==> config.mk <==
export PLATFORM = sky130hd
export DESIGN_NAME = acis_irq
export DESIGN_NICKNAME = d
export VERILOG_FILES = /design/src/acis_pkg.sv /design/src/acis_irq.sv
export VERILOG_INCLUDE_DIRS = /design/src
export SDC_FILE = /design/constraint.sdc
export NUM_CORES = 1
export LEC_CHECK = 0
export ABC_AREA = 1
export BUFFER_PORTS_ARGS = -buffer_cell sky130_fd_sc_hd__buf_2
export CAP_MARGIN = 20
export CORE_ASPECT_RATIO = 1.4
export CORE_MARGIN = 4
export CORE_UTILIZATION = 55
export DETAILED_ROUTE_END_ITERATION = 7
export GPL_TIMING_DRIVEN = 0
export PLACE_DENSITY = 0.86
export SYNTH_ARGS = -nofsm -noshare
export SYNTH_HDL_FRONTEND = slang
export SYNTH_SLANG_ARGS = --single-unit
==> constraint.sdc <==
create_clock -name CLK -period 7.3 [get_ports CLK]
set_input_delay 0.73 -clock CLK [delete_from_list [all_inputs] [get_ports CLK]]
set_output_delay 0.73 -clock CLK [all_outputs]
set_load 0.05 [all_outputs]
==> src/acis_regs.svh <==
// register addresses, bit positions, reset values and timing for interrupt servicing
`ifndef ACIS_REGS_SVH
`define ACIS_REGS_SVH

// ----------------------------------------------------------------
// register addresses
// ----------------------------------------------------------------
`define ACIS_ADDR_MSTAT 8'h04
`define ACIS_ADDR_ISTAT 8'h14
`define ACIS_ADDR_QDATA 8'h0D

// ----------------------------------------------------------------
// interrupt status bit positions
// ----------------------------------------------------------------
`define ACIS_BIT_TILT 0
`define ACIS_BIT_FLIP 1
`define ACIS_BIT_ANYM 2
`define ACIS_BIT_SHAKE 3
`define ACIS_BIT_TILT35 4
`define ACIS_BIT_QCLR 5
`define ACIS_BIT_ACQ 7

// ----------------------------------------------------------------
// queue flag bit positions
// ----------------------------------------------------------------
`define ACIS_QBIT_EMPTY 0
`define ACIS_QBIT_FULL 1
`define ACIS_QBIT_THR 2

// ----------------------------------------------------------------
// reset values
// ----------------------------------------------------------------
`define ACIS_RST_STATUS 8'h00
`define ACIS_RST_QFLAGS 3'h0
`define ACIS_RST_LEVEL 3'h1

// ----------------------------------------------------------------
// timing
// ----------------------------------------------------------------
`define ACIS_CLK_MHZ 40
`define ACIS_TEMP_LATCH_US 250
`define ACIS_TEMP_LATCH_CYC (`ACIS_TEMP_LATCH_US * `ACIS_CLK_MHZ)
`define ACIS_QUEUE_DEPTH 32

`endif

==> src/acis_pkg.sv <==
// types for the interrupt servicing block
package acis_pkg;

  // ----------------------------------------------------------------
  // servicing modes
  // ----------------------------------------------------------------
  typedef enum logic [1:0] {
    ACIS_M_RSV = 2'h0,
    ACIS_M_LATCH = 2'h1,
    ACIS_M_TEMP = 2'h2,
    ACIS_M_AUTO = 2'h3
  } acis_mode_t;

  // ----------------------------------------------------------------
  // orientation states, one-hot
  // ----------------------------------------------------------------
  typedef enum logic [2:0] {
    ACIS_TF_FLAT = 3'h1,
    ACIS_TF_TILT = 3'h2,
    ACIS_TF_FLIP = 3'h4
  } acis_tf_t;

  // ----------------------------------------------------------------
  // host register access
  // ----------------------------------------------------------------
  typedef struct packed {
    logic wr;
    logic rd;
    logic [7:0] addr;
    logic [7:0] data;
  } acis_host_t;

  // ----------------------------------------------------------------
  // interrupt enables
  // ----------------------------------------------------------------
  typedef struct packed {
    logic acq;
    logic [4:0] mot;
    logic [2:0] queue;
  } acis_en_t;

endpackage : acis_pkg

==> src/acis_irq.sv <==
// interrupt flag servicing: motion flags in three servicing modes, sample flag in latched and auto, queue flags in latched only
`include "acis_regs.svh"

module acis_irq #(
  parameter int TEMP_LATCH_CYCLES = `ACIS_TEMP_LATCH_CYC,
  parameter int QUEUE_DEPTH = `ACIS_QUEUE_DEPTH
) (
  input wire logic CLK,
  input wire logic RST,
  input wire acis_pkg::acis_host_t HOST,
  input wire acis_pkg::acis_en_t INT_EN,
  input wire acis_pkg::acis_mode_t MODE,
  input wire logic PER_BIT_CLEAR_SELECT,
  input wire logic Z_DONE,
  input wire logic Z_ACCUM_START,
  input wire logic TF_EVAL,
  input wire acis_pkg::acis_tf_t TF_STATE,
  input wire logic ANYM_EVT,
  input wire logic SHAKE_EVT,
  input wire logic TILT35_EVT,
  input wire logic [4:0] MOTION_COND,
  input wire logic WAKE,
  input wire logic QUEUE_EN,
  input wire logic SAMPLE_WR,
  input wire logic [5:0] QUEUE_THRESH,
  output logic [7:0] INT_STATUS,
  output logic [2:0] QUEUE_STATUS,
  output logic [2:0] QUEUE_LEVEL,
  output logic [5:0] QUEUE_COUNT,
  output logic INT1_REQ,
  output logic INT2_REQ
);

  localparam int TW = $clog2(TEMP_LATCH_CYCLES + 1);

  function automatic logic hit(input acis_pkg::acis_host_t h, input logic [7:0] a);
    hit = h.addr == a;
  endfunction : hit

  // ----------------------------------------------------------------
  // clear decode
  // ----------------------------------------------------------------
  logic [4:0] mot_r, mot_nxt, mot_evt, mot_clr;
  logic acq_r, acq_nxt, acq_evt, acq_clr;
  logic [2:0] q_r, q_nxt, q_evt, lvl_r, lvl_nxt;
  logic [5:0] cnt_r, cnt_nxt;
  logic [TW-1:0] tmr_r, tmr_nxt;
  acis_pkg::acis_tf_t tf_r;
  wire is_latch = MODE == acis_pkg::ACIS_M_LATCH;
  wire is_temp = MODE == acis_pkg::ACIS_M_TEMP;
  wire is_auto = MODE == acis_pkg::ACIS_M_AUTO;
  wire wr_stat = HOST.wr && hit(HOST, `ACIS_ADDR_ISTAT);
  wire wr_mstat = HOST.wr && hit(HOST, `ACIS_ADDR_MSTAT);
  wire glob_clr = !PER_BIT_CLEAR_SELECT && (wr_stat || wr_mstat);
  wire [7:0] bit_clr = (PER_BIT_CLEAR_SELECT && wr_stat) ? HOST.data : 8'h00;
  wire [7:0] sw_clr = glob_clr ? 8'hFF : bit_clr;
  wire q_clr = glob_clr || bit_clr[`ACIS_BIT_QCLR];
  wire tmo = is_temp && (tmr_r == TW'(TEMP_LATCH_CYCLES - 1));

  // ----------------------------------------------------------------
  // event detection
  // ----------------------------------------------------------------
  // tilted to flipped
  wire flip_tr = TF_EVAL && tf_r == acis_pkg::ACIS_TF_TILT && TF_STATE == acis_pkg::ACIS_TF_FLIP;
  wire tilt_tr = TF_EVAL && TF_STATE == acis_pkg::ACIS_TF_TILT
                 && (tf_r == acis_pkg::ACIS_TF_FLAT || tf_r == acis_pkg::ACIS_TF_FLIP);
  assign mot_evt = {TILT35_EVT, SHAKE_EVT, ANYM_EVT, flip_tr, tilt_tr} & INT_EN.mot;
  // sample flag in latched and auto modes
  assign acq_evt = Z_DONE && INT_EN.acq && (is_latch || is_auto);

  // ----------------------------------------------------------------
  // sample and motion flags
  // ----------------------------------------------------------------
  // hardware clears by mode
  assign mot_clr = sw_clr[4:0] | {5{tmo}} | (is_auto ? ~MOTION_COND : 5'h00);
  assign acq_clr = sw_clr[`ACIS_BIT_ACQ] || tmo || (is_auto && Z_ACCUM_START);
  assign mot_nxt = (mot_r & ~mot_clr) | mot_evt;
  assign acq_nxt = (acq_r && !acq_clr) || acq_evt;
  // temp latch timer restarts on each new event
  assign tmr_nxt = (!is_temp || (mot_evt != 5'h00) || acq_evt || tmo
                    || (mot_r == 5'h00 && !acq_r)) ? '0 : tmr_r + TW'(1);

  // ----------------------------------------------------------------
  // queue occupancy and flags
  // ----------------------------------------------------------------
  // writes only in wake with queue enabled
  wire q_push = SAMPLE_WR && WAKE && QUEUE_EN && cnt_r != 6'(QUEUE_DEPTH);
  wire q_pop = HOST.rd && hit(HOST, `ACIS_ADDR_QDATA) && cnt_r != 6'h00;
  assign cnt_nxt = cnt_r + 6'(q_push) - 6'(q_pop);
  assign lvl_nxt[`ACIS_QBIT_EMPTY] = cnt_nxt == 6'h00;
  assign lvl_nxt[`ACIS_QBIT_FULL] = cnt_nxt == 6'(QUEUE_DEPTH);
  assign lvl_nxt[`ACIS_QBIT_THR] = cnt_nxt >= QUEUE_THRESH;
  // queue flags only in latched mode
  assign q_evt = (lvl_nxt & ~lvl_r) & INT_EN.queue & {3{QUEUE_EN && is_latch}};
  assign q_nxt = (q_r & ~{3{q_clr}}) | q_evt;

  always_ff @(posedge CLK or posedge RST) begin
    if (RST) begin
      mot_r <= 5'h00;
      acq_r <= 1'b0;
      q_r <= `ACIS_RST_QFLAGS;
      lvl_r <= `ACIS_RST_LEVEL;
      cnt_r <= 6'h00;
      tmr_r <= '0;
      tf_r <= acis_pkg::ACIS_TF_FLAT;
    end else begin
      mot_r <= mot_nxt;
      acq_r <= acq_nxt;
      q_r <= q_nxt;
      lvl_r <= lvl_nxt;
      cnt_r <= cnt_nxt;
      tmr_r <= tmr_nxt;
      if (TF_EVAL) begin
        tf_r <= TF_STATE;
      end
    end
  end

  // ----------------------------------------------------------------
  // registered outputs
  // ----------------------------------------------------------------
  always_ff @(posedge CLK or posedge RST) begin
    if (RST) begin
      INT1_REQ <= 1'b0;
      INT2_REQ <= 1'b0;
    end else begin
      INT1_REQ <= (mot_nxt != 5'h00) || acq_nxt;
      INT2_REQ <= q_nxt != 3'h0;
    end
  end

  assign INT_STATUS = {acq_r, 2'h0, mot_r};
  assign QUEUE_STATUS = q_r;
  assign QUEUE_LEVEL = lvl_r;
  assign QUEUE_COUNT = cnt_r;

  wire no_evt = mot_evt == 5'h00 && !acq_evt;
endmodule : acis_irq

==> run_results.csv, run 1 <==
group,metric,value,unit
cells_and_area,drive_gt1_share,26.3,%
cells_and_area,fillerInstances,336,
sta,whs,394,ps
status,outcome,"finished, final reports clean",
cts,cts_buffer_depth,2,
die,dieArea,0.00535,sq mm
setup_path,critPathRequiredTime,7490,ps
die,start_util,57.9,%
global_routing,antenna_found_initial,0,
sta,setup_tns,0,ps
detailed_routing,routed_wl,6.06,mm
die,top_level_ports,77,
placement,gp_congestion,0.862,
power_and_ir_drop,ir_worst_vdd,0.000317,V
detailed_routing,viasPerCell,5.31,
setup_path,path_cells,"inv_1 -> ha_1 -> nand2_1 -> inv_1 -> a2111oi_0 -> ha_1 -> inv_1 -> ha_1 -> fa_1 -> ha_1 -> o21ai_0 -> nand2_1 -> nand2_1 -> nand2_1 -> a21oi_1 -> nand2_1 -> nand3_1 -> nand3_1",
global_routing,grt_pass1_vias,2341,
power_and_ir_drop,p_per_area,345,mW/mm^2
die,rows,27,
cts,cts-hold-fix-buffers,0,
synthesis,synth_compound_area_share,4.25,%
die,fp.dieH,85.0,um
cells_and_area,register_area,928,sq um
synthesis,synth.area.mux_share,0,%
global_routing,grt.busiest_layer,"met2",
setup_path,cp_common_cell,"nand2_1",
hold_path,hp-class,"in -> async",
detailed_routing,wl_per_cell,13.9,um
global_routing,use_met2,45.8,%
cts,post_cts_buffers,0,
global_routing,use_met1,26.0,%
placement,dp_hpwl,4.82,mm
cts,cts-htree-levels,2,
setup_path,r2r_start,"QUEUE_COUNT[2]",
setup_path,critical_path_class,"reg -> reg",
cts,root_buffer,"clkbuf_8",
cells_and_area,multi_input_area,0.00118,sq mm
cells_and_area,syn_to_final_growth,24.9,%
sta,maxSlewViolCount,0,
sta,setup_viol,0,
cts,clk_latency,300,ps
synthesis,yosys_warnings,0,
setup_path,crit_family,"adder cells",
global_routing,grtUsageMet3,4.77,%
sta,fmax,277,MHz
global_routing,grt_max_degree,17,
sta,fin_crit,3610,ps
setup_path,critPathLaunchType,"flip-flop",
detailed_routing,drtIter0Drc,111,
detailed_routing,vias,2310,
global_routing,grt_pass1_wl,10.3,mm
synthesis,synth_top_family_by_area,"simple AND/OR/NAND/NOR gates",
setup_path,crit_fanout,3,
setup_path,critPathMaxStageDelay,620,ps
setup_path,rrSetupSlack,3690,ps
placement,portBuffers,73,
detailed_routing,ant_nets,0,
synthesis,synth_cell_types,29,
synthesis,synth-simple-area-share,34.4,%
setup_path,slowest_stage,"a2111oi_0",
sta,hold_viol,0,
setup_path,cp-end-kind,"flip-flop",
sta,worst_pin_slew,695,ps
cells_and_area,layout.nets,462,
synthesis,netlist_instances,308,
cts,cts_resized,0,
setup_path,cp-startpoint,"QUEUE_COUNT[2]",
cts,cts_buffers,5,
synthesis,synthesis.area,0.00233,sq mm
synthesis,synth-xor-area-share,2.63,%
sta,period_share,49.5,%
power_and_ir_drop,leakagePower,1.58,nW
sta,grt_setup_unrepaired,"false",
flow_run,drv_cap,0,
cts,clk_pin_slew,80,ps
die,die_x,63.0,um
cells_and_area,antenna_cells,0,
sta,maxSlewHeadroom,52.5,%
synthesis,avgSynthCellArea,7.56,sq um
die,core,0.00402,sq mm
global_routing,track_usage,24.1,%
cts,cts_tree,"done",
global_routing,grt-ovfl-total,0,
detailed_routing,firstDrtPassIters,5,
synthesis,yosys_register_bits,37,
setup_path,worstPathArrival,3810,ps
setup_path,critical_path_buf_inv_count,3,
cts,clkSinkCount,37,
sta,clock_skew,9.04,ps
detailed_routing,drcViolationCount,0,
synthesis,yosysSeqAreaShare,39.9,%
synthesis,synth_fa_ha_area_share,8.92,%
## metrics by stage
step	total power [W]	setup slack [ps]	utilization (%)	cells	instance area, sq um
6_report	0.00100	3690	72.4	435	2910
5_1_grt	0.00108	3390	72.4	435	2910
4_1_cts	0.00100	3680	72.4	435	2910
3_5_place_dp	0.000813	3380	69.5	427	2790
3_3_place_gp	0.000785	3460	68.4	425	2750
2_1_floorplan	0.000676	4000	-	309	2330
## metal layers
layer	wire length [um]	vias to the layer above	share of wire [%]
li1	-	1146	-
met1	2290	1067	38
met2	3330	80	55
met3	329	17	5.4
met4	112	0	1.8
met5	0	-	0
## area by class of cell
type / instances / area share [%]
Buffer: 4 / 1.03
Clock buffer: 5 / 2.37
Sequential cell: 37 / 31.9
Inverter: 52 / 6.75
Timing Repair Buffer: 75 / 14.0
Tap cell: 43 / 1.85
Multi-Input combinational cell: 216 / 40.5
Clock inverter: 3 / 1.59
## power breakdown
| group | switching [W] | leakage [nW] | internal [W] |
|---|---|---|---|
| logic | 0.000386 | 1.06 | 0.000159 |
| clock network | 0.0000817 | 0.0543 | 0.000102 |
| registers | 0.0000276 | 0.467 | 0.000248 |
| total | 0.000495 | 1.58 | 0.000510 |
## placed cells by master, fill, tap and decap left out, types with 2 or more instances in the layout
cell	n
nand4_1	11
inv_1	51
xnor2_1	3
buf_2	73
nand2_1	73
nor3_2	2
xor2_1	4
nand3_1	25
ha_1	15
nor2_2	4
nor3b_1	3
conb_1	2
a21oi_1	7
dfstp_2	2
nor3_1	5
buf_4	4
clkbuf_8	5
nand3_2	3
nor2_1	42
dfrtp_1	35
o21ai_0	8
## sequential cells by signal (all words and copies together) (netlist names)
name          flops
INT1_REQ          1
mot_r             5
acq_r             1
QUEUE_LEVEL       3
tmr_r            14
tf_r              3
QUEUE_COUNT       6
INT2_REQ          1
QUEUE_STATUS      3
## logic make-up (layout without fill, tap and decap cells)
family          after synthesis  after routing
flops                        37             37
compound gates               18             18
other cells                   1              2
buf+inv                      56            139
xor+xnor                      7              7
fa+ha+maj                    16             16
simple gates                173            173
## cell usage after synthesis
cell type  count  area [sq um]
xnor2_1        3          26.3
nor4_2         1          12.5
nor4_1         1          6.26
nand3_1       25           125
inv_1         51           191
o21a_1         1          7.51
nor2_2         4          25.0
nor3b_1        3          22.5
nor3_4         1          16.3
nand4_1       11          68.8
clkinv_2       1          5.00
dfstp_2        2          52.6
xor2_1         4          35.0
nand2_1       73           274
dfrtp_1       35           876
o21ai_0        8          40.0
nor3_2         2          20.0
ha_1          15           188
nand3_2        3          30.0
a21boi_0       1          7.51
a2111oi_0      1          8.76
conb_1         1          3.75
nor2_1        42           158
nand4_2        1          12.5
nand2_2        1          6.26
a21oi_1        7          35.0
buf_4          4          30.0
nor3_1         5          25.0
fa_1           1          20.0
## final timing paths
path,endpoint,depth (start not counted)
min in group CLK,tf_r[0],2
setup reg to reg,INT2_REQ,18
max in group asynchronous,tf_r[0],4
setup / recovery,INT2_REQ,18
hold reg to reg,tf_r[0],2
hold / removal,QUEUE_LEVEL[1],2
## worst register-to-register path, cell delays in order, from the launching register on
cell,delay [ps]
dfrtp_1,390
inv_1,80
ha_1,200
nand2_1,60
inv_1,50
a2111oi_0,630
ha_1,350
inv_1,50
ha_1,180
fa_1,490
ha_1,300
o21ai_0,70
nand2_1,70
nand2_1,60
nand2_1,50
a21oi_1,210
nand2_1,80
nand3_1,100
nand3_1,80
Power figures use the tool's default switching activity.
==> inputs of run 2 (changes only) <==
--- a/config.mk
+++ b/config.mk
@@ -6,15 +6,15 @@
 export SDC_FILE = /design/constraint.sdc
 export NUM_CORES = 1
 export LEC_CHECK = 0
-export ABC_AREA = 1
+export ABC_AREA = 0
 export BUFFER_PORTS_ARGS = -buffer_cell sky130_fd_sc_hd__buf_2
 export CAP_MARGIN = 20
 export CORE_ASPECT_RATIO = 1.4
 export CORE_MARGIN = 4
-export CORE_UTILIZATION = 55
+export CORE_UTILIZATION = 50
 export DETAILED_ROUTE_END_ITERATION = 7
 export GPL_TIMING_DRIVEN = 0
-export PLACE_DENSITY = 0.86
+export PLACE_DENSITY = 0.8
 export SYNTH_ARGS = -nofsm -noshare
 export SYNTH_HDL_FRONTEND = slang
 export SYNTH_SLANG_ARGS = --single-unit
==> constraint.sdc (replaced) <==
create_clock -name CLK -period 3.7 [get_ports CLK]
set_input_delay 0.37 -clock CLK [delete_from_list [all_inputs] [get_ports CLK]]
set_output_delay 0.37 -clock CLK [all_outputs]
set_load 0.05 [all_outputs]
==> run 2 against run 1 <==
  * Critical path depth down 1
  * Via count is 15% lower
  * Synthesized cell count down 26%
  * Final area decreased by 4.3%
  * Sequential power grew 99%
  * Combinational power rose by 110%
  * Count of clock-buffer cells in the layout is the same
  * Die area grew 3.0%
  * Global-route usage decreased by 3.9 points
==> run_results.csv, run 2 <==
group,metric,value,unit
synthesis,yosysTopAreaCell,"dfrtp_1",
setup_path,crit_end,"INT2_REQ",
global_routing,antenna_found_initial,0,
sta,period_share,94.9,%
synthesis,netlist_instances,227,
global_routing,grt_pass1_vias,1974,
cts,clkSinkCount,37,
detailed_routing,firstDrtPassIters,4,
sta,setup_tns,0,ps
die,fp.dieH,86.3,um
synthesis,yosysMostFrequentCell,"dfrtp_1",
setup_path,r2r_start,"QUEUE_COUNT[2]",
synthesis,synthArstFlopShare,100,%
cts,cts-hold-fix-buffers,0,
synthesis,synthesis.area,0.00219,sq mm
synthesis,yosys_register_bits,37,
detailed_routing,drcViolationCount,0,
hold_path,hp-class,"in -> async",
synthesis,avgSynthCellArea,9.64,sq um
cells_and_area,mostFrequentLayoutCells,"74 x buf_2, 33 x dfrtp_1, 23 x nor2_1, 19 x nand2_1, 17 x inv_1",
sta,setup_viol,0,
cts,cts_tree,"done",
die,dieArea,0.00551,sq mm
synthesis,synth_flop_cell,"dfrtp_1",
die,start_util,51.6,%
sta,maxSlewHeadroom,47.6,%
power_and_ir_drop,p_per_area,729,mW/mm^2
setup_path,slowest_stage,"dfrtp_2",
power_and_ir_drop,p_sw_share,46.4,%
synthesis,synth_edf_count,0,
global_routing,grt_pass1_wl,8.75,mm
cells_and_area,fillerInstances,349,
synthesis,synth_cell_types,52,
cells_and_area,antenna_cells,0,
detailed_routing,viasPerCell,5.33,
setup_path,cp_common_cell,"ha_1",
power_and_ir_drop,leakagePower,1.34,nW
power_and_ir_drop,clockPowerShare,17.8,%
global_routing,track_usage,20.1,%
setup_path,worstPathArrival,3730,ps
die,top_level_ports,77,
sta,worst_pin_slew,784,ps
setup_path,timing.rr.end,"INT2_REQ",
cells_and_area,largest-register,"tmr_r",
synthesis,yosys-top-cells-area,"dfrtp_1 40%, ha_1 8.6%, xor2_1 4.0%",
sta,fin_crit,3510,ps
placement,post-place-ws,-431,ps
flow_run,drv_cap,0,
placement,dpl.cell_count,361,
detailed_routing,drtIter0Drc,51,
setup_path,crit_fanout,4,
power_and_ir_drop,internal_power,0.00109,W
synthesis,yosysSeqAreaShare,42.4,%
power_and_ir_drop,combPwrFrac,55.2,%
cts,post_cts_buffers,0,
cells_and_area,fin_cells,369,
placement,portBuffers,73,
setup_path,critPathLaunchType,"flip-flop",
detailed_routing,wl_per_cell,14.4,um
cts,root_buffer,"clkbuf_8",
power_and_ir_drop,ir_worst_vdd,0.000640,V
placement,dp_hpwl,4.25,mm
cts,cts-htree-levels,2,
synthesis,yosys_warnings,0,
detailed_routing,routed_wl,5.30,mm
setup_path,critPathRequiredTime,3920,ps
setup_path,cp-startpoint,"QUEUE_COUNT[2]",
sta,setup_slack,188,ps
global_routing,grt_max_degree,38,
cells_and_area,stdcell_area,0.00278,sq mm
cts,clk_pin_slew,80,ps
setup_path,rrSetupSlack,190,ps
cells_and_area,syn_to_final_growth,27.2,%
sta,grt_setup_unrepaired,"false",
setup_path,critical_path_class,"reg -> reg",
status,outcome,"finished, final reports clean",
sta,maxSlewViolCount,0,
detailed_routing,vias,1968,
cells_and_area,largest_reg_flops,14,
power_and_ir_drop,switching_power,0.000942,W
detailed_routing,ant_nets,0,
sta,fmax,285,MHz
die,rows,28,
sta,hold_viol,0,
die,core,0.00424,sq mm
cts,clk_latency,300,ps
setup_path,critPathMaxStageDelay,380,ps
die,die_x,63.9,um
setup_path,path_cells,"inv_1 -> ha_1 -> nor3b_4 -> nand2_1 -> nand4_1 -> ha_1 -> inv_1 -> ha_2 -> fa_2 -> a21oi_2 -> o21bai_1 -> xor2_1 -> ha_1 -> nand2_1 -> o31a_1 -> maj3_2 -> o221ai_1",
placement,gp_congestion,0.886,
sta,whs,200,ps
cts,cts_buffer_depth,2,
power_and_ir_drop,seq_power_share,27.0,%
global_routing,grt-ovfl-total,0,
synthesis,synth_top_area_share,40.0,%
cells_and_area,drive_gt1_share,34.3,%
setup_path,cp-end-kind,"flip-flop",
synthesis,synthTopCellsByCount,"35 x dfrtp_1, 23 x nor2_1, 19 x nand2_1, 18 x inv_1, 15 x ha_1",
cts,cts_buffers,5,
cells_and_area,layout.nets,379,
cells_and_area,layout_commonest_cell,"buf_2",
placement,placed_cell_area,0.00264,sq mm
setup_path,r2r.worst_path.cells,17,
sta,clock_skew,9.04,ps
==> run 2: cell type report <==
class,instances,area [sq um],share of cell area [%]
Multi-Input combinational cell,168,1200,43.0
Clock buffer,5,68.8,2.47
Inverter,18,67.6,2.43
Clock inverter,3,46.3,1.66
Timing Repair Buffer,73,365,13.1
Buffer,5,31.3,1.12
Tap cell,60,75.1,2.70
Sequential cell,37,931,33.5
==> run 2: worst min-delay path by stage <==
stage / end / slack [ps] / cells after the start
finish: tmr_r[9] / 200 / 2
global route: QUEUE_COUNT[2] / 280 / 2
CTS: QUEUE_LEVEL[1] / 240 / 2
detailed placement: tmr_r[0] / 470 / 1
global placement: tmr_r[0] / 440 / 1
floorplan: tmr_r[0] / 430 / 1
==> run 2: logic make-up after synthesis <==
group                    synth area share, %
AND/OR/NAND/NOR                         20.9
multiplexers                            1.54
adder cells (fa/ha/maj)                 9.95
flip-flops                              42.4
other                                  0.171
buffers and inverters                   4.52
XOR/XNOR                                6.40
AO/OA/AOI/OAI                           14.1
==> run 2: timing repair <==
action | CTS | global route
pin swaps | 0 | 3
setup endpoints to repair | 2 | 2
resized for setup | 2 | 6
==> run 2: critical path: cells and delay by family, from the launching register on <==
kind / cells / cell delay, ps
buffers and inverters: 2 / 100
and+or+nand+nor: 4 / 380
xor gates and xnor gates: 1 / 200
adders and majority gates: 6 / 1700
AOI/OAI and AO/OA: 4 / 660
DFF: 1 / 380
==> run 2: stage by stage <==
step / util [%] / total power [W]
final: 65.6 / 0.00203
after global routing: 65.6 / 0.00218
after CTS: 65.1 / 0.00201
after detailed placement: 62.2 / 0.00164
after global placement: 62.2 / 0.00161
after floorplan: - / 0.00138
==> run 2: power groups by stage <==
stage / registers [W] / logic (W) / clock network (W)
2_1_floorplan: 0.000773 / 0.000605 / 0
3_3_place_gp: 0.000548 / 0.00106 / 0
3_5_place_dp: 0.000551 / 0.00109 / 0
4_1_cts: 0.000545 / 0.00110 / 0.000365
5_1_grt: 0.000557 / 0.00124 / 0.000387
6_report: 0.000548 / 0.00112 / 0.000361
==> run 2: routing by layer <==
metal	track usage [%]	share of wire, %	wire [um]	up-vias
met3	4.02	4.9	261	10
li1	-	-	-	962
met2	36.6	54	2850	52
met4	7.47	2.2	117	0
met1	23.1	39	2070	944
met5	0	0	0	-
